## src/core/rpr_pkg.sv

```systemverilog
// ============================================================
// Register map and field layout of the charger control slice
package rpr_pkg;

    // ============================================================
    // Register offsets
    localparam logic [7:0] OFF_CTRL_FIVE    = 8'h14;
    localparam logic [7:0] OFF_RESERVED     = 8'h15;
    localparam logic [7:0] OFF_THERMAL      = 8'h16;

    // ============================================================
    // Reset values of whole registers
    localparam logic [7:0] RST_CTRL_FIVE    = 8'h16;
    localparam logic [7:0] RST_RESERVED     = 8'h00;
    localparam logic [7:0] RST_THERMAL      = 8'hC0;

    // ============================================================
    // Field positions in the fifth control register
    localparam int         POS_FITTED       = 7;
    localparam int         POS_CTRL5_RSVD   = 6;
    localparam int         POS_SENSE        = 5;
    localparam int         POS_LIMIT_LO     = 3;
    localparam int         POS_INT_LIMIT    = 2;
    localparam int         POS_EXT_LIMIT    = 1;
    localparam int         POS_DISCH_OC     = 0;

    // ============================================================
    // Field positions in the temperature control register
    localparam int         POS_TREG_LO      = 6;
    localparam int         POS_TSHUT_LO     = 4;
    localparam int         POS_BUS_PD       = 3;
    localparam int         POS_SRC1_PD      = 2;
    localparam int         POS_SRC2_PD      = 1;
    localparam int         POS_THERM_RSVD   = 0;

    // ============================================================
    // Field reset values
    localparam logic [0:0] RST_FITTED       = 1'h0;
    localparam logic [0:0] RST_SENSE        = 1'h0;
    localparam logic [1:0] RST_LIMIT        = 2'h2;
    localparam logic [0:0] RST_INT_LIMIT    = 1'h1;
    localparam logic [0:0] RST_EXT_LIMIT    = 1'h1;
    localparam logic [0:0] RST_DISCH_OC     = 1'h0;
    localparam logic [1:0] RST_TREG         = 2'h3;
    localparam logic [1:0] RST_TSHUT        = 2'h0;
    localparam logic [0:0] RST_PD           = 1'h0;

    // ============================================================
    // Discharge limit codes in OTG mode
    localparam logic [1:0] LIMIT_3A         = 2'h0;
    localparam logic [1:0] LIMIT_4A         = 2'h1;
    localparam logic [1:0] LIMIT_5A         = 2'h2;
    localparam logic [1:0] LIMIT_OFF        = 2'h3;

endpackage

```

## src/core/rpr_field.sv

```systemverilog
`timescale 1ns/1ps
// ============================================================
// One register field with selectable clear sources and a lock
module rpr_field
    import rpr_pkg::*;
#(
    parameter int         W      = 1,
    parameter logic [W-1:0] RST_VAL = '0,
    parameter bit         WD_CLR = 1'b0,
    parameter bit         RR_CLR = 1'b1
) (
    input  wire logic         core_clk_in,
    input  wire logic         reset_in,
    input  wire logic         wr_en_in,
    input  wire logic [W-1:0] wr_data_in,
    input  wire logic         wd_expire_in,
    input  wire logic         reg_reset_in,
    input  wire logic         hold_zero_in,
    output logic      [W-1:0] value_out
);

    logic [W-1:0] next_value;

    // Default restore beats lock, lock beats a host write
    always_comb begin
        next_value = value_out;
        if ((RR_CLR && reg_reset_in) || (WD_CLR && wd_expire_in)) begin
            next_value = RST_VAL;
        end else if (hold_zero_in) begin
            next_value = '0;
        end else if (wr_en_in) begin
            next_value = wr_data_in;
        end
    end

    // Field storage
    always_ff @(posedge core_clk_in or posedge reset_in) begin
        if (reset_in) begin
            value_out <= RST_VAL;
        end else begin
            value_out <= next_value;
        end
    end

endmodule // rpr_field

```

## src/core/rpr_read_mux.sv

```systemverilog
`timescale 1ns/1ps
// ============================================================
// Read data selection; unmapped offsets read as zero
module rpr_read_mux
    import rpr_pkg::*;
(
    input  wire logic [7:0] addr_in,
    input  wire logic [7:0] ctrl_five_in,
    input  wire logic [7:0] thermal_in,
    output logic      [7:0] rdata_out
);

    // Address decode
    always_comb begin
        unique case (addr_in)
            OFF_CTRL_FIVE: rdata_out = ctrl_five_in;
            OFF_RESERVED:  rdata_out = RST_RESERVED;
            OFF_THERMAL:   rdata_out = thermal_in;
            default:       rdata_out = 8'h00;
        endcase
    end

endmodule // rpr_read_mux

```

## src/core/rpr_regs.sv

```systemverilog
`timescale 1ns/1ps
// ============================================================
// Charger control and thermal register slice
//
// Notes on behaviour
// - Fitted flag low forces discharge overcurrent enable (bit 0) to zero.
// - Fitted flag high lets discharge overcurrent enable be programmed.
// - Fitted flag is bit 7, read/write, resets to 0; host sets it.
// - Bit 5 enables discharge sensing; default 0, cleared by watchdog and reset command.
// - Bits 4-3 pick OTG discharge limit 3A/4A/5A/off; default 5A.
// - Bit 2 enables internal input limit; default 1, restored by watchdog and reset.
// - Bit 1 enables pin input limit; default 1, restored by reset command only.
// - Bit 0 enables discharge overcurrent; default 0, cleared by watchdog and reset.
// - Offset 14h reads 16h after reset; bit 6 reads zero.
// - Offset 15h is reserved and always reads 00h.
// - Offset 16h reads C0h after reset; bit 0 reads zero.
// - Bits 5-4 pick shutdown 150/130/120/85; default 150, watchdog restores.
// - Bit 3 enables bus input pull-down; cleared by reset command only.
// - Bit 2 enables first source pull-down; cleared by reset command only.
// - Bit 1 enables second source pull-down; cleared by reset command only.
module rpr_regs
    import rpr_pkg::*;
(
    input  wire logic       core_clk_in,
    input  wire logic       reset_in,
    input  wire logic [7:0] reg_addr_in,
    input  wire logic       reg_wr_in,
    input  wire logic [7:0] reg_wdata_in,
    input  wire logic       reg_rd_in,
    input  wire logic       wd_expire_in,
    input  wire logic       reg_reset_in,
    output logic      [7:0] reg_rdata_out,
    output logic            ship_switch_fitted_out,
    output logic            discharge_sense_en_out,
    output logic      [1:0] otg_discharge_limit_out,
    output logic            internal_input_limit_en_out,
    output logic            external_input_limit_en_out,
    output logic            discharge_overcurrent_en_out,
    output logic      [1:0] thermal_reg_threshold_out,
    output logic      [1:0] thermal_shutdown_threshold_out,
    output logic            bus_pulldown_en_out,
    output logic            source1_pulldown_en_out,
    output logic            source2_pulldown_en_out
);

    // ============================================================
    // Write decode and ship lock
    logic       wr_ctrl_five;
    logic       wr_thermal;
    logic       next_fitted;
    logic       ship_lock;
    logic [7:0] ctrl_five_view;
    logic [7:0] thermal_view;
    logic [7:0] mux_rdata;
    logic [7:0] next_rdata;

    // Register write strobes
    always_comb begin
        wr_ctrl_five = reg_wr_in && (reg_addr_in == OFF_CTRL_FIVE);
        wr_thermal   = reg_wr_in && (reg_addr_in == OFF_THERMAL);
    end

    // Lock follows the fitted flag value that takes effect this edge
    always_comb begin
        next_fitted = ship_switch_fitted_out;
        if (wr_ctrl_five) begin
            next_fitted = reg_wdata_in[POS_FITTED];
        end
        ship_lock = !next_fitted;
    end

    // ============================================================
    // Fifth control register fields
    rpr_field #(.W(1), .RST_VAL(RST_FITTED), .WD_CLR(1'b0), .RR_CLR(1'b0)) u_fitted (
        .core_clk_in  (core_clk_in),
        .reset_in     (reset_in),
        .wr_en_in     (wr_ctrl_five),
        .wr_data_in   (reg_wdata_in[POS_FITTED]),
        .wd_expire_in (wd_expire_in),
        .reg_reset_in (reg_reset_in),
        .hold_zero_in (1'b0),
        .value_out    (ship_switch_fitted_out)
    );

    rpr_field #(.W(1), .RST_VAL(RST_SENSE), .WD_CLR(1'b1), .RR_CLR(1'b1)) u_sense (
        .core_clk_in  (core_clk_in),
        .reset_in     (reset_in),
        .wr_en_in     (wr_ctrl_five),
        .wr_data_in   (reg_wdata_in[POS_SENSE]),
        .wd_expire_in (wd_expire_in),
        .reg_reset_in (reg_reset_in),
        .hold_zero_in (1'b0),
        .value_out    (discharge_sense_en_out)
    );

    rpr_field #(.W(2), .RST_VAL(RST_LIMIT), .WD_CLR(1'b1), .RR_CLR(1'b1)) u_limit (
        .core_clk_in  (core_clk_in),
        .reset_in     (reset_in),
        .wr_en_in     (wr_ctrl_five),
        .wr_data_in   (reg_wdata_in[POS_LIMIT_LO +: 2]),
        .wd_expire_in (wd_expire_in),
        .reg_reset_in (reg_reset_in),
        .hold_zero_in (1'b0),
        .value_out    (otg_discharge_limit_out)
    );

    rpr_field #(.W(1), .RST_VAL(RST_INT_LIMIT), .WD_CLR(1'b1), .RR_CLR(1'b1)) u_int_lim (
        .core_clk_in  (core_clk_in),
        .reset_in     (reset_in),
        .wr_en_in     (wr_ctrl_five),
        .wr_data_in   (reg_wdata_in[POS_INT_LIMIT]),
        .wd_expire_in (wd_expire_in),
        .reg_reset_in (reg_reset_in),
        .hold_zero_in (1'b0),
        .value_out    (internal_input_limit_en_out)
    );

    // Pin limit survives watchdog expiry
    rpr_field #(.W(1), .RST_VAL(RST_EXT_LIMIT), .WD_CLR(1'b0), .RR_CLR(1'b1)) u_ext_lim (
        .core_clk_in  (core_clk_in),
        .reset_in     (reset_in),
        .wr_en_in     (wr_ctrl_five),
        .wr_data_in   (reg_wdata_in[POS_EXT_LIMIT]),
        .wd_expire_in (wd_expire_in),
        .reg_reset_in (reg_reset_in),
        .hold_zero_in (1'b0),
        .value_out    (external_input_limit_en_out)
    );

    // Locked to zero while no ship switch is fitted
    rpr_field #(.W(1), .RST_VAL(RST_DISCH_OC), .WD_CLR(1'b1), .RR_CLR(1'b1)) u_disch_oc (
        .core_clk_in  (core_clk_in),
        .reset_in     (reset_in),
        .wr_en_in     (wr_ctrl_five),
        .wr_data_in   (reg_wdata_in[POS_DISCH_OC]),
        .wd_expire_in (wd_expire_in),
        .reg_reset_in (reg_reset_in),
        .hold_zero_in (ship_lock),
        .value_out    (discharge_overcurrent_en_out)
    );

    // ============================================================
    // Temperature control register fields
    rpr_field #(.W(2), .RST_VAL(RST_TREG), .WD_CLR(1'b1), .RR_CLR(1'b1)) u_treg (
        .core_clk_in  (core_clk_in),
        .reset_in     (reset_in),
        .wr_en_in     (wr_thermal),
        .wr_data_in   (reg_wdata_in[POS_TREG_LO +: 2]),
        .wd_expire_in (wd_expire_in),
        .reg_reset_in (reg_reset_in),
        .hold_zero_in (1'b0),
        .value_out    (thermal_reg_threshold_out)
    );

    rpr_field #(.W(2), .RST_VAL(RST_TSHUT), .WD_CLR(1'b1), .RR_CLR(1'b1)) u_tshut (
        .core_clk_in  (core_clk_in),
        .reset_in     (reset_in),
        .wr_en_in     (wr_thermal),
        .wr_data_in   (reg_wdata_in[POS_TSHUT_LO +: 2]),
        .wd_expire_in (wd_expire_in),
        .reg_reset_in (reg_reset_in),
        .hold_zero_in (1'b0),
        .value_out    (thermal_shutdown_threshold_out)
    );

    rpr_field #(.W(1), .RST_VAL(RST_PD), .WD_CLR(1'b0), .RR_CLR(1'b1)) u_bus_pd (
        .core_clk_in  (core_clk_in),
        .reset_in     (reset_in),
        .wr_en_in     (wr_thermal),
        .wr_data_in   (reg_wdata_in[POS_BUS_PD]),
        .wd_expire_in (wd_expire_in),
        .reg_reset_in (reg_reset_in),
        .hold_zero_in (1'b0),
        .value_out    (bus_pulldown_en_out)
    );

    rpr_field #(.W(1), .RST_VAL(RST_PD), .WD_CLR(1'b0), .RR_CLR(1'b1)) u_src1_pd (
        .core_clk_in  (core_clk_in),
        .reset_in     (reset_in),
        .wr_en_in     (wr_thermal),
        .wr_data_in   (reg_wdata_in[POS_SRC1_PD]),
        .wd_expire_in (wd_expire_in),
        .reg_reset_in (reg_reset_in),
        .hold_zero_in (1'b0),
        .value_out    (source1_pulldown_en_out)
    );

    rpr_field #(.W(1), .RST_VAL(RST_PD), .WD_CLR(1'b0), .RR_CLR(1'b1)) u_src2_pd (
        .core_clk_in  (core_clk_in),
        .reset_in     (reset_in),
        .wr_en_in     (wr_thermal),
        .wr_data_in   (reg_wdata_in[POS_SRC2_PD]),
        .wd_expire_in (wd_expire_in),
        .reg_reset_in (reg_reset_in),
        .hold_zero_in (1'b0),
        .value_out    (source2_pulldown_en_out)
    );

    // ============================================================
    // Read path
    // Reserved bits are tied low in the read views
    always_comb begin
        ctrl_five_view = {ship_switch_fitted_out, 1'b0,
                          discharge_sense_en_out, otg_discharge_limit_out,
                          internal_input_limit_en_out, external_input_limit_en_out,
                          discharge_overcurrent_en_out};
        thermal_view   = {thermal_reg_threshold_out, thermal_shutdown_threshold_out,
                          bus_pulldown_en_out, source1_pulldown_en_out,
                          source2_pulldown_en_out, 1'b0};
    end

    rpr_read_mux u_rd_mux (
        .addr_in      (reg_addr_in),
        .ctrl_five_in (ctrl_five_view),
        .thermal_in   (thermal_view),
        .rdata_out    (mux_rdata)
    );

    // Read data is captured on a read strobe and held until the next one
    always_comb begin
        next_rdata = reg_rdata_out;
        if (reg_rd_in) begin
            next_rdata = mux_rdata;
        end
    end

    // Read data register
    always_ff @(posedge core_clk_in or posedge reset_in) begin
        if (reset_in) begin
            reg_rdata_out <= 8'h00;
        end else begin
            reg_rdata_out <= next_rdata;
        end
    end

    // ============================================================
    // Checks
    AST_LOCK_HOLDS: assert property (@(posedge core_clk_in) disable iff (reset_in)
        !ship_switch_fitted_out |-> !discharge_overcurrent_en_out)
        else $error("Overcurrent enable set while no ship switch fitted");

    AST_UNLOCK_WRITE: assert property (@(posedge core_clk_in) disable iff (reset_in)
        (wr_ctrl_five && reg_wdata_in[POS_FITTED] && !wd_expire_in && !reg_reset_in)
        |=> (discharge_overcurrent_en_out == $past(reg_wdata_in[POS_DISCH_OC])))
        else $error("Unlocked overcurrent enable did not take the written value");

    AST_FITTED_KEEPS: assert property (@(posedge core_clk_in) disable iff (reset_in)
        (!wr_ctrl_five && (wd_expire_in || reg_reset_in))
        |=> $stable(ship_switch_fitted_out))
        else $error("Fitted flag changed without a host write");

    AST_SENSE_CLEAR: assert property (@(posedge core_clk_in) disable iff (reset_in)
        wd_expire_in |=> !discharge_sense_en_out ##1 discharge_sense_en_out == $past(
        discharge_sense_en_out) || $past(wr_ctrl_five))
        else $error("Sense enable not cleared or disturbed after watchdog");

    AST_LIMIT_DEFAULT: assert property (@(posedge core_clk_in) disable iff (reset_in)
        (wd_expire_in || reg_reset_in) |=> (otg_discharge_limit_out == LIMIT_5A))
        else $error("Discharge limit not restored to 5A");

    AST_INT_RESTORE: assert property (@(posedge core_clk_in) disable iff (reset_in)
        wd_expire_in |=> internal_input_limit_en_out)
        else $error("Internal limit enable not restored by watchdog");

    AST_EXT_KEEP: assert property (@(posedge core_clk_in) disable iff (reset_in)
        (wd_expire_in && !reg_reset_in && !wr_ctrl_five)
        |=> $stable(external_input_limit_en_out))
        else $error("Pin limit enable disturbed by watchdog");

    AST_OC_CLEAR: assert property (@(posedge core_clk_in) disable iff (reset_in)
        (wd_expire_in || reg_reset_in) |=> !discharge_overcurrent_en_out)
        else $error("Overcurrent enable not cleared");

    AST_READ_CTRL5: assert property (@(posedge core_clk_in) disable iff (reset_in)
        (reg_rd_in && reg_addr_in == OFF_CTRL_FIVE)
        |=> (reg_rdata_out == $past(ctrl_five_view)) && !reg_rdata_out[POS_CTRL5_RSVD])
        else $error("Fifth control register read back wrong");

    AST_READ_RSVD: assert property (@(posedge core_clk_in) disable iff (reset_in)
        (reg_rd_in && reg_addr_in == OFF_RESERVED) |=> (reg_rdata_out == RST_RESERVED))
        else $error("Reserved register did not read zero");

    AST_READ_THERM: assert property (@(posedge core_clk_in) disable iff (reset_in)
        (reg_rd_in && reg_addr_in == OFF_THERMAL)
        |=> !reg_rdata_out[POS_THERM_RSVD]
        && (reg_rdata_out[7:6] == $past(thermal_reg_threshold_out)))
        else $error("Temperature register read back wrong");

    AST_TREG_RESTORE: assert property (@(posedge core_clk_in) disable iff (reset_in)
        wd_expire_in |=> (thermal_reg_threshold_out == RST_TREG))
        else $error("Regulation threshold not restored");

    AST_TSHUT_RESTORE: assert property (@(posedge core_clk_in) disable iff (reset_in)
        (wd_expire_in || reg_reset_in) |=> (thermal_shutdown_threshold_out == RST_TSHUT))
        else $error("Shutdown threshold not restored");

    AST_PD_KEEP: assert property (@(posedge core_clk_in) disable iff (reset_in)
        (wd_expire_in && !reg_reset_in && !wr_thermal)
        |=> $stable({bus_pulldown_en_out, source1_pulldown_en_out, source2_pulldown_en_out}))
        else $error("Pull-down enables disturbed by watchdog");

    AST_PD_CLEAR: assert property (@(posedge core_clk_in) disable iff (reset_in)
        reg_reset_in |=> !bus_pulldown_en_out && !source1_pulldown_en_out
        && !source2_pulldown_en_out)
        else $error("Pull-down enables not cleared by reset command");

    AST_PD_WRITE: assert property (@(posedge core_clk_in) disable iff (reset_in)
        (wr_thermal && !reg_reset_in)
        |=> (source2_pulldown_en_out == $past(reg_wdata_in[POS_SRC2_PD])))
        else $error("Second source pull-down did not take the write");

    AST_LOCKED_WRITE: assert property (@(posedge core_clk_in) disable iff (reset_in)
        (wr_ctrl_five && !reg_wdata_in[POS_FITTED] && reg_wdata_in[POS_DISCH_OC])
        |=> (!discharge_overcurrent_en_out && !ship_switch_fitted_out)
        ##1 (!discharge_overcurrent_en_out || $past(wr_ctrl_five)))
        else $error("Locked overcurrent write was not dropped");

    AST_WD_SELECTIVE: assert property (@(posedge core_clk_in) disable iff (reset_in)
        (wd_expire_in && !reg_reset_in && !wr_ctrl_five && !wr_thermal)
        |=> $stable(bus_pulldown_en_out) && internal_input_limit_en_out
        && (otg_discharge_limit_out == RST_LIMIT))
        else $error("Watchdog restore touched the wrong fields");

endmodule // rpr_regs

```

## config.mk

```make
export PLATFORM = sky130hd
export DESIGN_NAME = rpr_regs
export DESIGN_NICKNAME = d
export VERILOG_FILES = /design/src/core/rpr_pkg.sv /design/src/core/rpr_field.sv /design/src/core/rpr_read_mux.sv /design/src/core/rpr_regs.sv
export SDC_FILE = /design/constraint.sdc
export NUM_CORES = 1
export LEC_CHECK = 0
export BUFFER_PORTS_ARGS = -buffer_cell sky130_fd_sc_hd__buf_4
export CAP_MARGIN = 15
export CORE_UTILIZATION = 41
export DETAILED_ROUTE_END_ITERATION = 7
export GPL_TIMING_DRIVEN = 0
export PLACE_DENSITY = 0.69
export SETUP_SLACK_MARGIN = 0.05
export SLEW_MARGIN = 5
export SYNTH_ARGS = -nofsm -noshare
export SYNTH_HDL_FRONTEND = slang
export SYNTH_SLANG_ARGS = --single-unit
export TNS_END_PERCENT = 50
```

## constraint.sdc

```tcl
create_clock -name core_clk_in -period 1.21 [get_ports core_clk_in]
set_input_delay 0.121 -clock core_clk_in [delete_from_list [all_inputs] [get_ports core_clk_in]]
set_output_delay 0.121 -clock core_clk_in [all_outputs]
set_load 0.03 [all_outputs]
```

# Word-level counts from Yosys, hierarchy flattened
# Index checks and enable logic that the tools add are counted.
[op_classes]
reduce_logical = 7
n_mux = 23
eq_ne = 3
[op_table]
columns = ["cell", "count"]
rows = [
  ["$eq A8 B5 Y1 const B", 2],
  ["$mux W1", 16],
  ["$pmux W8 S2", 1],
  ["$mux W2", 6],
  ["$reduce_bool A2 Y1", 4],
  ["$ne A3 B1 Y1 const B", 1],
  ["$logic_and A1 B1 Y1", 2],
  ["$logic_or A1 B1 Y1", 1],
]
[word_totals]
register_bits = 22
word_cells = 45
inputBits = 22

# Depth between registers and ports, before layout
[depth]
ltp_word = 5
ltp_mapped = 5
mapped_depth_nobuf = 3

# Cells and area by module
# From an unflattened synthesis, not the netlist that was laid out.
[unflattened]
hier_cells = 102
area_unflattened_um2 = 1178.6
[modules_own_cells]
columns = ["mod", "n_inst", "area_per_inst_um2", "cells_each"]
rows = [
  ["rpr_regs", 1, 366.6, 25],
  ["rpr_read_mux", 1, 151.4, 21],
  ["rpr_field (u_bus_pd ...)", 3, 48.8, 4],
  ["rpr_field (u_disch_oc ...)", 2, 51.3, 4],
  ["rpr_field (u_limit)", 1, 96.3, 8],
  ["rpr_field (u_treg)", 1, 90.1, 8],
  ["rpr_field (u_tshut)", 1, 86.3, 7],
  ["rpr_field (u_int_lim)", 1, 48.8, 5],
  ["rpr_field (u_ext_lim)", 1, 47.5, 4],
  ["rpr_field (u_fitted)", 1, 42.5, 4],
]

# Least setup slack after synthesis
# OpenSTA, ideal clock, no wires.
[synth_timing]
path_kind = "input-to-reg"
start = "input port reg_addr_in[7]"
end = "register u_fitted.value_out"
n_path_buf = 0
required_ps = 1085
stages = 3
path_slack_ps = 49
t_arrival_ps = 1036
cell_sequence = "nor4b_4 nand4b_4 mux2_4"
[synth_between]
elab_chain_cells = 3
[synth_lines]
columns = ["element", "line_no", "source"]
rows = [
  ["start: declaration", "rpr_regs.sv:26", "input wire logic [7:0] reg_addr_in,"],
  ["$eq A8 B5 Y1", "rpr_regs.sv:59", "wr_ctrl_five = reg_wr_in && (reg_addr_in == OFF_CTRL_FIVE);"],
  ["$logic_and A1 B1 Y1", "rpr_regs.sv:59", ""],
  ["$mux W1", "-", ""],
  ["named net next_fitted", "rpr_regs.sv:50", "logic next_fitted;"],
  ["end signal: assignment", "rpr_field.sv:41", "value_out <= next_value;"],
  ["end: declaration", "rpr_field.sv:19", "output logic [W-1:0] value_out"],
]
# The timed path passes the listed nets, and every way through them passes these cells.
# A chain may end at the register's enable or synchronous reset.

# Worst setup path after layout
[layout_timing]
start = "register u_limit.value_out[1]"
end = "output port otg_discharge_limit_out[1]"
[layout_rtl]
columns = ["element", "line_no", "source"]
rows = [
  ["start: declaration", "rpr_field.sv:19", ""],
  ["start signal: assignment", "rpr_field.sv:41", ""],
  ["end: declaration", "rpr_regs.sv:35", "output logic [1:0] otg_discharge_limit_out,"],
]
# No word-level cell between the ends.

==> flow_metrics.env <==
export IMPL_dieArea_um2=2900
export IMPL_finalWirelength_um=2450
export IMPL_finalNetCount=175
export IMPL_cts_root_buf="clkbuf_4"
export IMPL_layout_drive_gt1_share=0.441
export IMPL_numPortBuffers=41
export IMPL_grt_pass1_wl_um=3990
export IMPL_slew_headroom=0.624
export IMPL_final_max_slew_viol_count=0
export IMPL_grt_max_degree=23
export IMPL_cp_start_kind="flip-flop"
export IMPL_cts_tree="yes"
export IMPL_first_iter_violations=8
export IMPL_arrival_ns=1.03
export IMPL_wl_per_cell_um=13.5
export IMPL_yosysUniqueCellTypes=20
export IMPL_critPathTopFamily="flip-flops"
export IMPL_drc=0
export IMPL_gp_congestion=0.712
export IMPL_drt_first_pass_iters=4
export IMPL_syn2layout_area_growth_pct=40.4
export IMPL_grt_pass1_vias=898
export IMPL_seqCellArea_um2=557
export IMPL_mostFrequentLayoutCells="41 x buf_4, 17 x dfrtp_1, 15 x nand2_1"
export IMPL_max_freq_mhz=871
export IMPL_cap_violations=0
export IMPL_vias_per_cell=4.90
export IMPL_final_core_util=0.620
export IMPL_synth_nets=125
export IMPL_antenna_found_initial=0
export IMPL_cts_buffer_depth=2
export IMPL_cts_sinks=22
export IMPL_synth_seq_cells=22
export IMPL_crit_chain="buf_4"
export IMPL_cts_clk_slew_worst_paths_ns=0.13
export IMPL_fp_row_count=18
export IMPL_path_max_fanout=3
export IMPL_ios=44
export IMPL_hp_class="input port to flip-flop"
export IMPL_die_x_um=53.9
export IMPL_setup_violations=0
export IMPL_crit_required_ns=1.09
export IMPL_grt_use_total=0.198
export IMPL_ys_flop_type="dfrtp_1"
export IMPL_critPathBufInv=1
export IMPL_insertion_delay_ns=0.31
export IMPL_crit_path_end_kind="output port"
export IMPL_synth_edf_count=0
export IMPL_dp_hpwl_um=1800
export IMPL_total_power_mw=1.46
export IMPL_cpPeakStageDelay_ns=0.56
export IMPL_finalCriticalPeriod_ns=1.15
export IMPL_ir_worst_vdd_v=0.000792
export IMPL_finalHoldViolCount=0
export IMPL_die_h_um=53.9
export IMPL_worstSetupPathType="flip-flop to output port"
export IMPL_post_route_period_util=0.949
export IMPL_p_per_area_nw_per_um2=945
export IMPL_power_leakage_nw=0.836
export IMPL_multi_input_area_um2=504
export IMPL_fin_tns_setup_ns=0
export IMPL_critPathSlowestCell="dfstp_2"
export IMPL_synthArstFlopShare=1.00
export IMPL_final_common_cell="buf_4"
export IMPL_numCtsBuffers=3
export IMPL_htreeDepth=1
export IMPL_timing_clock_skew_ns=0.0107
export IMPL_rsz0062_at_grt="true"
export IMPL_status="finished clean"
export IMPL_core_um2=2500
export IMPL_overflow=0
export IMPL_tightest_slew_ns=0.562
export IMPL_initial_core_util=0.441
export IMPL_antenna_cells=0
export IMPL_yosysWarningCount=0
export IMPL_synth_avg_cell_area_um2=10.7
export IMPL_synthCells=103
export IMPL_ys_seq_area_frac=0.505
export IMPL_syn_area_um2=1100
export IMPL_vias=892
export IMPL_ant_nets=0
export IMPL_fillers=217
## cell usage after synthesis, drive strengths merged, types with 3 or more instances
master / count / area share
dfrtp: 17 / 0.39
nand2: 15 / 0.051
mux2i: 13 / 0.12
nor2: 11 / 0.037
nand2b: 8 / 0.045
inv: 7 / 0.024
mux2: 7 / 0.075
o22ai: 6 / 0.034
dfstp: 5 / 0.12
clkbuf: 3 / 0.010
nand3: 3 / 0.014
## layer usage
layer  global-route usage  vias up  wire (µm)
met2                0.346       25       1240
met3               0.0282        6         95
met4                0.118        0         69
met1                0.226      416       1050
li1                     -      445          -
met5                    0        -          0
## per-stage QoR
step           instance area (µm²)  worst slack (ns)  hold slack [ns]  cells
2_1_floorplan                 1100            0.0576            0.107    103
3_3_place_gp                  1450            -0.143            0.326    174
3_5_place_dp                  1450            -0.185            0.342    174
4_1_cts                       1520            0.0378           0.0453    180
5_1_grt                       1550            0.0356           0.0442    182
6_report                      1550            0.0620           0.0512    182
## sequential cells by signal, summed over array words and instances (netlist names)
signal                count
u_src1_pd.value_out       1
u_limit.value_out         2
u_bus_pd.value_out        1
u_ext_lim.value_out       1
reg_rdata_out             8
u_int_lim.value_out       1
u_tshut.value_out         2
u_treg.value_out          2
u_disch_oc.value_out      1
u_src2_pd.value_out       1
u_sense.value_out         1
u_fitted.value_out        1
## cell families after synthesis
kind of cell    synth area share
simple gates               0.219
flops                      0.505
mux                        0.193
buf+inv                   0.0385
compound gates            0.0454
## report_power, final
part / total, mW / internal [mW] / switching (mW) / leakage (nW)
logic: 0.154 / 0.0782 / 0.0758 / 0.518
clock network: 0.568 / 0.335 / 0.233 / 0.0279
registers: 0.741 / 0.739 / 0.00265 / 0.290
total: 1.46 / 1.15 / 0.312 / 0.836
## worst min-delay path, cell delays in order
cell	delay, ns
buf_4	0.11
nand2_1	0.05
mux2i_1	0.06
## cell type report
class                   count  share of cell area
clock buffers               3              0.0145
repair buffers             45               0.227
well taps                  30              0.0242
flip-flops and latches     22               0.359
clock inverters             1              0.0194
plain buffers               4              0.0105
inverters                   7              0.0194
multi-input cells          70               0.326
## final timing paths
path / endpoint / startpoint / slack [ns] / cells past startpoint
max: otg_discharge_limit_out[1] / u_limit.value_out[1]$_DFFE_PP1P_ / 0.06 / 1
min: u_limit.value_out[0]$_DFFE_PP0P_ / reg_wdata_in[3] / 0.05 / 3
max reg2reg: reg_rdata_out[1]$_DFFE_PP0P_ / u_ext_lim.value_out$_DFFE_PP1P_ / 0.15 / 4
min reg2reg: reg_rdata_out[6]$_DFFE_PP0P_ / reg_rdata_out[6]$_DFFE_PP0P_ / 0.51 / 2
max in group asynchronous: u_limit.value_out[1]$_DFFE_PP1P_ / reset_in / 0.50 / 3
min in group asynchronous: reg_rdata_out[1]$_DFFE_PP0P_ / reset_in / 0.37 / 3
## what timing repair did
item	CTS	global route
hold endpoints to repair	17	0
pin swaps	0	0
resized for setup	1	3
hold buffers	1	0
setup buffers	1	2
endpoints found under the setup margin	4	22
(Power assumes the default switching activity.)
